## src/rtl/bit_sync_gain_pkg.sv

```systemverilog
package bit_sync_gain_pkg;

    // register offsets on the configuration port
    localparam logic [5:0] BIT_SYNC_CONFIG_ADDR  = 6'h1a;
    localparam logic [5:0] GAIN_CONTROL_TWO_ADDR = 6'h1b;

    // bit_sync_config fields
    localparam int PRESYNC_INTEGRAL_MSB      = 7;
    localparam int PRESYNC_INTEGRAL_LSB      = 6;
    localparam int PRESYNC_PROPORTIONAL_MSB  = 5;
    localparam int PRESYNC_PROPORTIONAL_LSB  = 4;
    localparam int POSTSYNC_INTEGRAL_BIT     = 3;
    localparam int POSTSYNC_PROPORTIONAL_BIT = 2;
    localparam int RATE_CLAMP_MSB            = 1;
    localparam int RATE_CLAMP_LSB            = 0;

    // gain_control_two fields
    localparam int DIGITAL_CEILING_MSB       = 7;
    localparam int DIGITAL_CEILING_LSB       = 6;
    localparam int FRONT_END_CEILING_MSB     = 5;
    localparam int FRONT_END_CEILING_LSB     = 3;
    localparam int AMPLITUDE_GOAL_MSB        = 2;
    localparam int AMPLITUDE_GOAL_LSB        = 0;

    // reset values: pre ki 01, pre kp 10, post ki 1, post kp 1, clamp 00
    localparam logic [7:0] BIT_SYNC_CONFIG_RESET  = 8'h6c;
    // digital ceiling 00, front-end ceiling 000, amplitude goal 011
    localparam logic [7:0] GAIN_CONTROL_TWO_RESET = 8'h03;

    // rate clamp in units of 1/32 of the data rate (3.125 %)
    localparam logic [2:0] RATE_CLAMP_32NDS [4] = '{3'h0, 3'h1, 3'h2, 3'h4};

    // front-end ceiling reduction in tenths of a dB
    localparam logic [7:0] FRONT_END_CUT_TENTHS_DB [8] =
        '{8'h00, 8'h1a, 8'h3d, 8'h4a, 8'h5c, 8'h73, 8'h92, 8'hab};

    // averaged channel-filter amplitude goal in dB
    localparam logic [5:0] AMPLITUDE_GOAL_DB [8] =
        '{6'h18, 6'h1b, 6'h1e, 6'h21, 6'h24, 6'h26, 6'h28, 6'h2a};

    // post-sync integral gain when halved, in half-units of the base gain
    localparam logic [3:0] HALF_BASE_INTEGRAL = 4'h1;

endpackage

```

## src/rtl/bit_sync_and_gain_config.sv

```systemverilog
// Operation
// RULE1: The two-bit pre-sync proportional field picks 1x to 4x the base proportional gain until sync.
// RULE2: The two-bit pre-sync integral field, reset 01, picks 1x to 4x the base integral gain before sync.
// RULE3: After sync one bit picks the integral gain: 0 keeps the pre-sync gain, 1 halves the base; reset 1.
// RULE4: After sync one bit picks the proportional gain: 0 keeps pre-sync, 1 uses the base; reset 1.
// RULE5: The two-bit clamp field limits rate offset to 0, 3.125, 6.25 or 12.5 percent; reset 0.
// RULE6: The two-bit digital ceiling field forbids its count of the highest digital gain steps; reset 0.
// RULE7: The three-bit front-end ceiling lowers the gain cap by 0 to 17.1 dB in eight steps; reset 0.
// RULE8: The three-bit goal field sets the amplitude target from 24 to 42 dB; reset 3.
// RULE9: Every field here is host readable and writable and reads back its last written value.
// RULE10: Decoded settings drive the loops continuously and follow a write at the next clock edge.
`timescale 1ns/10ps
module bit_sync_and_gain_config
    import bit_sync_gain_pkg::*;
#(
    parameter int DIGITAL_GAIN_STEPS = 8
)
(
    // clock and reset
    input  wire logic       clk_sys,
    input  wire logic       reset_n,
    // configuration port from the serial interface decoder
    input  wire logic [5:0] cfg_addr,
    input  wire logic       cfg_write,
    input  wire logic [7:0] cfg_wdata,
    input  wire logic       cfg_read,
    output logic      [7:0] cfg_rdata,
    // receiver state
    input  wire logic       sync_detected,
    // clock-recovery loop settings
    output logic      [3:0] integral_gain_halves,
    output logic      [2:0] proportional_gain_mult,
    output logic      [2:0] rate_clamp_32nds,
    // gain-control loop settings
    output logic      [2:0] digital_gain_top_step,
    output logic      [7:0] front_end_cut_tenths_db,
    output logic      [5:0] amplitude_goal_db
);

    initial
    begin
        if (DIGITAL_GAIN_STEPS < 4 || DIGITAL_GAIN_STEPS > 8)
            $error("DIGITAL_GAIN_STEPS must lie between 4 and 8");
    end

    logic [7:0] bit_sync_config;
    logic [7:0] gain_control_two;

    wire        write_bit_sync  = cfg_write && (cfg_addr == BIT_SYNC_CONFIG_ADDR);
    wire        write_gain_two  = cfg_write && (cfg_addr == GAIN_CONTROL_TWO_ADDR);
    wire  [7:0] next_bit_sync   = write_bit_sync ? cfg_wdata : bit_sync_config;
    wire  [7:0] next_gain_two   = write_gain_two ? cfg_wdata : gain_control_two;

    // field views of the next values so outputs follow the write edge
    wire  [1:0] presync_integral_gain      =
        next_bit_sync[PRESYNC_INTEGRAL_MSB:PRESYNC_INTEGRAL_LSB];
    wire  [1:0] presync_proportional_gain  =
        next_bit_sync[PRESYNC_PROPORTIONAL_MSB:PRESYNC_PROPORTIONAL_LSB];
    wire        postsync_integral_gain     = next_bit_sync[POSTSYNC_INTEGRAL_BIT];
    wire        postsync_proportional_gain = next_bit_sync[POSTSYNC_PROPORTIONAL_BIT];
    wire  [1:0] rate_offset_clamp          = next_bit_sync[RATE_CLAMP_MSB:RATE_CLAMP_LSB];
    wire  [1:0] digital_gain_ceiling       =
        next_gain_two[DIGITAL_CEILING_MSB:DIGITAL_CEILING_LSB];
    wire  [2:0] front_end_gain_ceiling     =
        next_gain_two[FRONT_END_CEILING_MSB:FRONT_END_CEILING_LSB];
    wire  [2:0] amplitude_goal             =
        next_gain_two[AMPLITUDE_GOAL_MSB:AMPLITUDE_GOAL_LSB];

    // integral gain in half-units of the base: (code + 1) x base
    wire  [3:0] presync_integral_halves    = {1'b0, presync_integral_gain, 1'b0} + 4'h2; // RULE2
    wire  [2:0] presync_proportional_mult  = {1'b0, presync_proportional_gain} + 3'h1;   // RULE1

    wire  [3:0] next_integral_halves       =
        (sync_detected && postsync_integral_gain) ? HALF_BASE_INTEGRAL // RULE3
                                                  : presync_integral_halves;
    wire  [2:0] next_proportional_mult     =
        (sync_detected && postsync_proportional_gain) ? 3'h1 // RULE4
                                                      : presync_proportional_mult;

    wire  [2:0] top_step_index             = 3'(DIGITAL_GAIN_STEPS - 1);
    wire  [2:0] next_digital_top_step      = top_step_index - {1'b0, digital_gain_ceiling}; // RULE6

    wire        read_bit_sync   = cfg_addr == BIT_SYNC_CONFIG_ADDR;
    wire        read_gain_two   = cfg_addr == GAIN_CONTROL_TWO_ADDR;
    wire  [7:0] read_value      = read_bit_sync ? bit_sync_config :
                                  read_gain_two ? gain_control_two : 8'h00;

    always_ff @(posedge clk_sys or negedge reset_n)
    begin
        if (!reset_n)
        begin
            bit_sync_config  <= BIT_SYNC_CONFIG_RESET;
            gain_control_two <= GAIN_CONTROL_TWO_RESET;
        end
        else
        begin
            bit_sync_config  <= next_bit_sync;  // RULE9
            gain_control_two <= next_gain_two;  // RULE9
        end
    end

    // read data holds until the next read
    always_ff @(posedge clk_sys or negedge reset_n)
    begin
        if (!reset_n)
            cfg_rdata <= 8'h00;
        else if (cfg_read)
            cfg_rdata <= read_value; // RULE9
    end

    // reset values decode to pre ki 2x (4 halves), pre kp 3x, clamp 0, goal 33 dB
    always_ff @(posedge clk_sys or negedge reset_n)
    begin
        if (!reset_n)
        begin
            integral_gain_halves    <= 4'h4;
            proportional_gain_mult  <= 3'h3;
            rate_clamp_32nds        <= 3'h0;
            // top step follows the parameter, not the largest legal step count
            digital_gain_top_step   <= 3'(DIGITAL_GAIN_STEPS - 1);
            front_end_cut_tenths_db <= 8'h00;
            amplitude_goal_db       <= 6'h21;
        end
        else
        begin
            integral_gain_halves    <= next_integral_halves;                    // RULE10
            proportional_gain_mult  <= next_proportional_mult;                  // RULE10
            rate_clamp_32nds        <= RATE_CLAMP_32NDS[rate_offset_clamp];     // RULE5
            digital_gain_top_step   <= next_digital_top_step;                   // RULE10
            front_end_cut_tenths_db <= FRONT_END_CUT_TENTHS_DB[front_end_gain_ceiling]; // RULE7
            amplitude_goal_db       <= AMPLITUDE_GOAL_DB[amplitude_goal];       // RULE8
        end
    end

endmodule

```

## config.mk

```make
export PLATFORM = sky130hd
export DESIGN_NAME = bit_sync_and_gain_config
export DESIGN_NICKNAME = d
export VERILOG_FILES = /design/src/rtl/bit_sync_gain_pkg.sv /design/src/rtl/bit_sync_and_gain_config.sv
export SDC_FILE = /design/constraint.sdc
export NUM_CORES = 1
export LEC_CHECK = 0
export BUFFER_PORTS_ARGS = -buffer_cell sky130_fd_sc_hd__buf_2
export CAP_MARGIN = 20
export CORE_MARGIN = 2
export CORE_UTILIZATION = 35
export CTS_CLUSTER_SIZE = 16
export DETAILED_ROUTE_END_ITERATION = 8
export GPL_TIMING_DRIVEN = 0
export PLACE_DENSITY_LB_ADDON = 0.12
export SYNTH_ARGS = -nofsm -noshare
export SYNTH_HDL_FRONTEND = slang
export SYNTH_SLANG_ARGS = --single-unit
export TNS_END_PERCENT = 1
```

## constraint.sdc

```tcl
create_clock -name clk_sys -period 1.9 [get_ports clk_sys]
set_input_delay 0.285 -clock clk_sys [delete_from_list [all_inputs] [get_ports clk_sys]]
set_output_delay 0.285 -clock clk_sys [all_outputs]
set_load 0.1 [all_outputs]
```

## Yosys cells after proc, flatten, opt, wreduce, memory -nomap -nowiden

Memories as Yosys holds them, arrays and structs flattened. A register that Yosys moved wholly into a read port is not among the register bits.
Index checks and enable logic that the tools add are counted.

| word-level totals | value |
|---|---|
| bits in latches | 0 |
| register bits | 37 |
| RAM bits | 0 |
| memories | 2 |
| word-level logic and storage cells | 33 |
| output and inout port bits | 35 |
| memory bits (read-only) | 112 |

| cells by class | value |
|---|---|
| mux-type cells | 9 |
| eq/ne operators | 2 |
| add/subtract/negate cells | 3 |
| $lt $le $gt $ge | 1 |
| bitwise operators | 3 |
| div/mod/pow operators | 0 |
| multiply operators | 0 |
| shift-type cells | 0 |
| reductions and logical operators | 6 |

Memories:

| memory | words | bits a word | rd ports | clocked after Yosys merged registers in | write ports | RTL line | RTL |
|---|---|---|---|---|---|---|---|
| (name not given) | 8 | 8 | 1 | 1 | 0 | bit_sync_and_gain_config.sv:130 | `front_end_cut_tenths_db <= FRONT_END_CUT_TENTHS_DB[front_end_gain_ceiling];` |
| (name not given) | 8 | 6 | 1 | 1 | 0 | bit_sync_and_gain_config.sv:131 | `amplitude_goal_db <= AMPLITUDE_GOAL_DB[amplitude_goal];` |

Operators with widths:

| kind | number |
|---|---|
| two-way mux 8 bit | 4 |
| == test 6 x 5 -> 1 bit (second input constant) | 2 |
| two-way mux 3 bit | 3 |
| NOT 3 -> 4 bit | 2 |
| binary-select mux 3 bit (select 2 bit) | 1 |
| adder 3 x 2 -> 4 bit (second input constant) | 1 |
| logical AND 1 bit | 4 |
| two-way mux 4 bit | 1 |
| adder 2 x 1 -> 3 bit (second input constant) | 1 |
| greater-or-equal comparator 3 bit (second input constant) | 1 |
| NOT 2 -> 3 bit | 1 |
| subtractor 3 x 2 -> 3 bit (first input constant) | 1 |
| zero test 1 bit | 2 |

## Logic depth before layout (Yosys ltp)

Gate-level depths: netlist of run 1.

| logic depth | value |
|---|---|
| depth after elaboration | 7 |
| depth in mapped cells | 9 |
| depth with buffers taken out | 7 |

## Worst setup path before layout of run 1

OpenSTA, ideal clock, no wires.

| timing | value |
|---|---|
| path kind | input -> register |
| start point | in cfg_addr[0] |
| end point | reg front_end_cut_tenths_db[4] |
| setup time | 123 ps |
| stages | 9 |
| data arrival time | 1957 ps |
| path slack | -179 ps |
| cells stage by stage | buf_4 nand4b_2 nor2_4 buf_4 mux2_2 ha_1 nor2b_1 o211ai_1 nand2_1 |

| on the way | value |
|---|---|
| word-level cells in the longest chain between the ends | 4 |

Ends and longest elaborated chain:

| what | RTL line | RTL |
|---|---|---|
| start, declared | bit_sync_and_gain_config.sv:23 | `input wire logic [5:0] cfg_addr,` |
| == test 6 x 5 -> 1 bit | bit_sync_and_gain_config.sv:50 | `wire write_gain_two = cfg_write && (cfg_addr == GAIN_CONTROL_TWO_ADDR);` |
| logical AND 1 bit | bit_sync_and_gain_config.sv:50 |  |
| two-way mux 8 bit | bit_sync_and_gain_config.sv:52 | `wire [7:0] next_gain_two = write_gain_two ? cfg_wdata : gain_control_two;` |
| NOT 3 -> 4 bit (implied by the code) | bit_sync_and_gain_config.sv:130 |  |
| end, declared | bit_sync_and_gain_config.sv:36 | `output logic [7:0] front_end_cut_tenths_db,` |

No other way between the ends.
A chain may end at the register's enable or synchronous reset.

## Worst setup path in the final report of run 1

Same ends and word-level chain as after synthesis.

==> key figures, run 1 <==
Worst setup path
  – Setup crit start kind: primary input
  – Data required time of the worst path: 2.09 ns
  – Arr. time, crit path: 1.99 ns
  – Crit end category: flip-flop
  – Reg2reg setup slack: 0.34 ns
  – Worst Setup Path Type: primary input to flip-flop
  – Crit Path Max Fanout: 10

Logic synthesis
  – Post-synth top cells: dfrtp_1, mux2_2, mux2i_1
  – Main combinational cell family by area after synthesis: multiplexers
  – Top cells by area, synth: dfrtp_1, dfstp_2, mux2_2
  – Cell taking the most area after synthesis: dfrtp_1
  – XOR/XNOR Fraction of Synth Area: 0.01740
  – FFs w/ async S/R, synth: 1.000
  – Register bit total from synthesis: 49
  – Share of the synthesized area in the top cell type: 0.3580
  – Mapped Cells: 222
  – Ys flop type: dfrtp_1
  – Synth Warn #: 0
  – Post-synth EDFFs: 0
  – Most common cell in the synthesized netlist: dfrtp_1
  – Mean Syn Cell Area: 11.33 um^2
  – Simple-gate share of the synthesized area: 0.1179
  – Synth Area in Compound Gates: 0.07360
  – Sequential fraction of the synthesis area: 0.4938
  – Multiplexer share of the synthesized area: 0.2203
  – Synthesized net count: 245
  – Mapped cell area: 0.002516 mm^2
  – Synth cell types: 40
  – Area share of fa/ha/maj cells after synthesis: 0.01989

Final layout
  – Layout Cells excl Fill: 383
  – Ant. Diodes: 0
  – Fillers: 699
  – Synth-to-Final Area Change: 22.08%
  – Share of cells above drive strength 1: 0.3937
  – Multi-input logic area: 0.001146 mm^2
  – Nets: 309
  – Register area: 0.001242 mm^2

Timing
  – Fmax: 553.3 MHz
  – Setup_tns: 0 ns
  – RSZ-0062 raised after global routing: false
  – Worst slew margin: 0.5401
  – Final min period: 1.807 ns
  – Final setup viols: 0
  – Fin Clk Skew: 0.003052 ns
  – Slew Viols, Final: 0
  – Final Hold Vio Count: 0
  – Worst-Margin Slew: 0.6847 ns
  – Final worst-path cycle share: 0.9512
  – Final WS setup: 0.09263 ns

Detailed routing
  – Post-route ant nets: 0
  – Routed WL: 5608 um
  – DR WL/cell: 14.64 um
  – Vias: 1808
  – DR vias/cell: 4.721
  – 1st-iter DRT viols: 67
  – Post-route DRC: 0
  – TritonRoute pass-1 iters: 4

Placement
  – Pre-CTS setup slack: -0.5009 ns
  – Placed cells: 367
  – Port Buf Inserts: 48
  – RD Place Congestion: 0.8118
  – Final HPWL DP: 4112 um

Clock network
  – CTS sink cnt: 49
  – CTS Root Cell: clkbuf_8
  – Clk buf depth: 2
  – Num CTS Buffers: 5
  – CTS tree: yes
  – Clk slew on worst S/H paths: 0.09 ns
  – Clk_lat worst skew: 0.30 ns
  – CTS H-tree lvls: 2

GRT
  – Total global-route track usage: 0.1553
  – Number of global-route vias before repair: 1771
  – Number of antenna violations at the first check in global routing: 0
  – Largest net degree at the start of global routing: 28
  – GRT overflow: 0
  – First-pass GRT wire length: 9280 um

Power and ir drop
  – Max VDD drop: 0.4227 mV
  – Internal: 1.789 mW
  – Switching power of the nets: 1.537 mW
  – Share of power burned in registers: 0.394
  – Pwr dens: 1083 mW/mm^2
  – Net Sw Frac: 0.4621
  – Combinational fraction of design power: 0.427
  – Leakage: 1.426 nW
  – Clock Power Share: 0.179

Floorplanning
  – DIE HEIGHT: 88.79 um
  – Starting Density: 0.3663
  – Die span in x: 88.79 um
  – Site row count: 30
  – Die Footprint: 0.007884 mm^2
  – Top Ports: 54
  – CORE AREA: 0.006869 mm^2

Min path
  – Worst Hold Class: primary input to flip-flop

Flow run
  – Max-cap viol count: 0

Run status
  – Status: finished clean
[layer usage]
layer  vias to the layer above  track usage  routed length (um)
met5                         -            0                   0
met4                         0      0.04408                  46
met3                         4      0.03265                 191
met2                        39       0.2503                2744
met1                       873       0.2111                2626
li1                        892            -                   -
[area by class of cell]
type | instances | share of cell area
clock inverters | 2 | 0.003259
well taps | 96 | 0.03910
flip-flops and latches | 49 | 0.4045
plain buffers | 16 | 0.03299
repair buffers | 57 | 0.1051
inverters | 15 | 0.01833
clock buffers | 6 | 0.02363
multi-input cells | 142 | 0.3731
[critical path, stage by stage]
cell	delay, ns
buf_2	0.13
buf_8	0.11
nand4b_4	0.12
nor2_4	0.21
buf_8	0.16
mux2_4	0.31
ha_1	0.28
nor2b_1	0.14
o211ai_1	0.16
nand2_1	0.09
[logic make-up after synthesis]
kind of cell,Yosys count
AO/OA/AOI/OAI,30
other,1
adder cells (fa/ha/maj),4
AND/OR/NAND/NOR,50
buffers and inverters,31
flip-flops,49
multiplexers,52
XOR/XNOR,5
[cell usage in the layout (no fill, tap or decap), types with 3 or more instances in the layout]
| cell type | Yosys | routed |
|---|---|---|
| a21oi_1 | 9 | 9 |
| buf_1 | 3 | 3 |
| buf_2 | 1 | 48 |
| buf_4 | 4 | 9 |
| clkbuf_1 | 7 | 8 |
| clkbuf_8 | 0 | 5 |
| dfrtp_1 | 36 | 36 |
| dfstp_2 | 13 | 13 |
| ha_1 | 4 | 4 |
| inv_1 | 15 | 15 |
| mux2_2 | 25 | 24 |
| mux2i_1 | 25 | 25 |
| nand2_1 | 24 | 24 |
| nand2b_1 | 4 | 4 |
| nand3_1 | 6 | 6 |
| nor2b_1 | 4 | 4 |
| o21ai_0 | 4 | 4 |
| o22ai_1 | 9 | 9 |
| xor2_1 | 4 | 4 |
[what timing repair did]
| action | 4_1_cts | 5_1_grt |
|---|---|---|
| endpoints found under the setup margin | 4 | 2 |
| endpoints found under the hold margin | 19 | 0 |
| gates resized for setup | 0 | 2 |
| hold buffers | 1 | 0 |
| pin swaps | 1 | 1 |
| buffers inserted | 2 | 5 |
[sequential cells by signal (all words and copies together), names as in the netlist]
register                 cells
amplitude_goal_db            6
bit_sync_config              8
cfg_rdata                    8
digital_gain_top_step        2
front_end_cut_tenths_db      7
gain_control_two             8
integral_gain_halves         4
proportional_gain_mult       3
rate_clamp_32nds             3
[power by group through the flow]
stage | sequential, mW | combinational, mW | clock [mW]
floorplan | 2.10 | 0.406 | 0
global placement | 1.33 | 1.41 | 0
detailed placement | 1.33 | 1.42 | 0
CTS | 1.31 | 1.43 | 0.626
global route | 1.33 | 1.50 | 0.663
finish | 1.31 | 1.42 | 0.597
[final timing paths]
kind                                     start                         end  cells past startpoint
setup / recovery                   cfg_addr[0]  front_end_cut_tenths_db[4]                     10
hold / removal                    cfg_wdata[7]    digital_gain_top_step[1]                      2
setup reg to reg           gain_control_two[1]        amplitude_goal_db[3]                      5
hold reg to reg            gain_control_two[7]    digital_gain_top_step[1]                      1
max in group asynchronous              reset_n         gain_control_two[1]                      3
min in group asynchronous              reset_n  front_end_cut_tenths_db[7]                      2
[stage by stage]
stage	instance area (um^2)	power (mW)	hold slack [ns]	util
floorplan	2540	2.503	-0.01059	-
global placement	2900	2.743	0.4204	0.4222
detailed placement	2920	2.754	0.3001	0.4251
CTS	3028	3.365	0.1876	0.4408
global route	3072	3.498	0.1828	0.4472
finish	3072	3.326	0.1962	0.4472
No activity file was read; power rests on OpenSTA's default activity.
==> inputs of run 2 (changes only) <==
--- a/config.mk
+++ b/config.mk
@@ -5,13 +5,14 @@
 export SDC_FILE = /design/constraint.sdc
 export NUM_CORES = 1
 export LEC_CHECK = 0
-export BUFFER_PORTS_ARGS = -buffer_cell sky130_fd_sc_hd__buf_2
+export BUFFER_PORTS_ARGS = -buffer_cell sky130_fd_sc_hd__clkbuf_2
 export CAP_MARGIN = 20
 export CORE_MARGIN = 2
 export CORE_UTILIZATION = 35
 export CTS_CLUSTER_SIZE = 16
 export DETAILED_ROUTE_END_ITERATION = 8
 export GPL_TIMING_DRIVEN = 0
+export MAX_ROUTING_LAYER = met4
 export PLACE_DENSITY_LB_ADDON = 0.12
 export SYNTH_ARGS = -nofsm -noshare
 export SYNTH_HDL_FRONTEND = slang
==> run 2 against run 1 <==
  * Fmax rose by 1.3%
  * Largest power group unchanged
  * Sequential cell count unchanged
  * Sequential power barely moved
  * Global-route usage is 0.062 points higher
  * Die area did not move
  * Worst setup slack improved by 0.023 ns
  * Total power rose by 2.4%
  * Cell area increased by 0.41%
  * First-iteration DRC count down 13%
==> key figures, run 2 (synthesis gave the netlist of run 1 again) <==
Run status
  – Status: finished clean

Final layout
  – Share of cells above drive strength 1: 0.3972 (+0.003484)
  – Design Area, Final: 0.003084 mm^2 (+0.41%)
  – Ant. Diodes: 0 (unchanged)
  – Commonest non-fill, non-tap cell in the layout: clkbuf_2
  – Top flop regs: bit_sync_config x8, cfg_rdata x8, gain_control_two x8
  – Nets: 309 (unchanged)
  – Most frequent cells in the layout: clkbuf_2, dfrtp_1, mux2i_1
  – Synth-to-Final Area Change: 22.58%

Placement
  – RD Place Congestion: 0.7911 (-2.5%)
  – Final HPWL DP: 4090 um (-0.54%)
  – Pre-CTS setup slack: -0.4835 ns (+0.01733 ns)
  – Post-DP Area: 0.002920 mm^2 (unchanged)
  – Port Buf Inserts: 48 (unchanged)

GRT
  – Largest net degree at the start of global routing: 35 (+25%)
  – Number of global-route vias before repair: 1752 (-1.1%)
  – Number of antenna violations at the first check in global routing: 0 (unchanged)
  – GRT overflow: 0 (unchanged)
  – Total global-route track usage: 0.1560 (+0.0006162)
  – First-pass GRT wire length: 9087 um (-2.1%)

Clock network
  – Clk slew on worst S/H paths: 0.11 ns (+0.02 ns)
  – Num CTS Buffers: 5 (unchanged)
  – CTS H-tree lvls: 2 (unchanged)
  – CTS Root Cell: clkbuf_8
  – CTS tree: yes
  – Clk buf depth: 2 (unchanged)
  – CTS sink cnt: 49 (unchanged)
  – Clk_lat worst skew: 0.31 ns (about the same)

Worst setup path
  – Worst path depth: 10 (unchanged)
  – Arr. time, crit path: 1.98 ns (about the same)
  – Reg2reg setup slack: 0.31 ns (-0.03 ns)
  – Bufs and invs on worst path: 3 (unchanged)
  – Setup crit start kind: primary input
  – Crit-path slowest cell: mux2_4
  – Data required time of the worst path: 2.10 ns (about the same)
  – CP cell instances: clkbuf_2 -> buf_8 -> nand4b_4 -> nor2_4 -> buf_8 -> mux2_4 -> ha_1 -> nor2b_1 -> o211ai_1 -> nand2_1
  – Crit Path Max Fanout: 10 (unchanged)
  – Critical path's largest stage delay: 0.31 ns (about the same)
  – Most frequent CP cell: buf_8
  – Worst r2r path cells: 5 (unchanged)
  – Crit end category: flip-flop
  – Worst Setup Path Type: primary input to flip-flop
  – CP delay by family, top: simple AND/OR/NAND/NOR gates
  – Crit Reg-Reg Startpoint: gain_control_two[1]
  – R2R Path End: amplitude_goal_db[3]

Power and ir drop
  – Tot Pwr: 3.405 mW (+2.4%)
  – Share of power burned in registers: 0.386 (-0.008)
  – Internal: 1.804 mW (+0.84%)
  – Leakage: 1.425 nW (about the same)
  – Clock Power Share: 0.197 (+0.018)
  – Net Sw Frac: 0.4702 (+0.008043)
  – Switching power of the nets: 1.601 mW (+4.2%)
  – Max VDD drop: 0.4434 mV (+4.9%)
  – Combinational fraction of design power: 0.417 (-0.010)
  – Pwr dens: 1104 mW/mm^2 (+2.0%)

Timing
  – Final min period: 1.784 ns (-0.02349 ns)
  – Worst slew margin: 0.5183 (-0.02178)
  – Final worst-path cycle share: 0.9389 (-0.01236)
  – RSZ-0062 raised after global routing: false
  – Final WS setup: 0.1161 ns (+0.02349 ns)
  – Worst-Margin Slew: 0.7171 ns (+0.03242 ns)
  – Final Hold Vio Count: 0 (unchanged)
  – Slew Viols, Final: 0 (unchanged)
  – Final setup viols: 0 (unchanged)
  – Fin Clk Skew: 0.01282 ns (+0.009765 ns)
  – Fmax: 560.6 MHz (+1.3%)

Floorplanning
  – Site row count: 30 (unchanged)
  – CORE AREA: 0.006869 mm^2 (unchanged)
  – Die Footprint: 0.007884 mm^2 (unchanged)
  – Die span in x: 88.79 um (unchanged)
  – DIE HEIGHT: 88.79 um (unchanged)
  – Top Ports: 54 (unchanged)
  – Starting Density: 0.3663 (unchanged)

Detailed routing
  – 1st-iter DRT viols: 58 (-13%)
  – Routed WL: 5538 um (-1.2%)
  – TritonRoute pass-1 iters: 4 (unchanged)
  – Post-route DRC: 0 (unchanged)
  – DR vias/cell: 4.781 (+1.3%)
  – Post-route ant nets: 0 (unchanged)
  – DR WL/cell: 14.46 um (-1.2%)
  – Vias: 1831 (+1.3%)

Min path
  – Worst Hold Launch: cfg_wdata[7]
  – Worst Hold Class: primary input to flip-flop
  – Cell count of the worst hold path: 2 (unchanged)
  – Hold worst-path end: digital_gain_top_step[1]

Flow run
  – Max-cap viol count: 0 (unchanged)
==> run 2: power groups by stage <==
stage          clock network (mW)  logic [mW]  registers [mW]
2_1_floorplan                   0       0.406            2.10
3_3_place_gp                    0        1.41            1.33
3_5_place_dp                    0        1.42            1.34
4_1_cts                     0.693        1.43            1.32
5_1_grt                     0.736        1.49            1.34
6_report                    0.671        1.42            1.32
==> run 2: layer usage <==
metal  vias up  share of wire  GRT usage
met3         7          0.041    0.03078
met4         0         0.0081    0.03306
met2        41           0.47     0.2476
met5         -              0          -
met1       885           0.48     0.2072
li1        898              -          -
==> run 2: cell type report <==
class / count / area [um^2]
Fill cell: 703 / 3785
Sequential cell: 49 / 1242
Multi-Input combinational cell: 142 / 1146
Timing Repair Buffer: 57 / 322.8
Tap cell: 96 / 120.1
Buffer: 16 / 101.3
Clock buffer: 5 / 68.82
Inverter: 15 / 56.30
Clock inverter: 3 / 26.28
==> run 2: how the worst max path moves through the flow <==
stage | slack [ns] | end | startpoint
after floorplan | -0.03 | front_end_cut_tenths_db[3] | cfg_addr[0]
after global routing | 0.04 | front_end_cut_tenths_db[4] | cfg_addr[0]
after global placement | -0.48 | front_end_cut_tenths_db[4] | cfg_addr[0]
after detailed placement | -0.48 | front_end_cut_tenths_db[4] | cfg_addr[0]
final | 0.12 | front_end_cut_tenths_db[4] | cfg_addr[0]
after CTS | 0.03 | front_end_cut_tenths_db[4] | cfg_addr[0]
==> run 2: metrics by stage <==
stage	util	hold slack [ns]	TNS, ns	cells
floorplan	-	-0.01059	-0.06037	222
global placement	0.4222	0.4200	-2.541	366
detailed placement	0.4251	0.2386	-2.550	367
CTS	0.4426	0.1723	0	378
global route	0.4490	0.1734	0	383
finish	0.4490	0.1817	0	383
==> run 2: repair_timing <==
| item | in CTS | in global routing |
|---|---|---|
| hold buffers | 1 | 0 |
| hold endpoints to repair | 13 | 0 |
| buffers inserted | 2 | 5 |
| pin swaps | 1 | 1 |
| resized for setup | 0 | 2 |
| endpoints found under the setup margin | 3 | 2 |
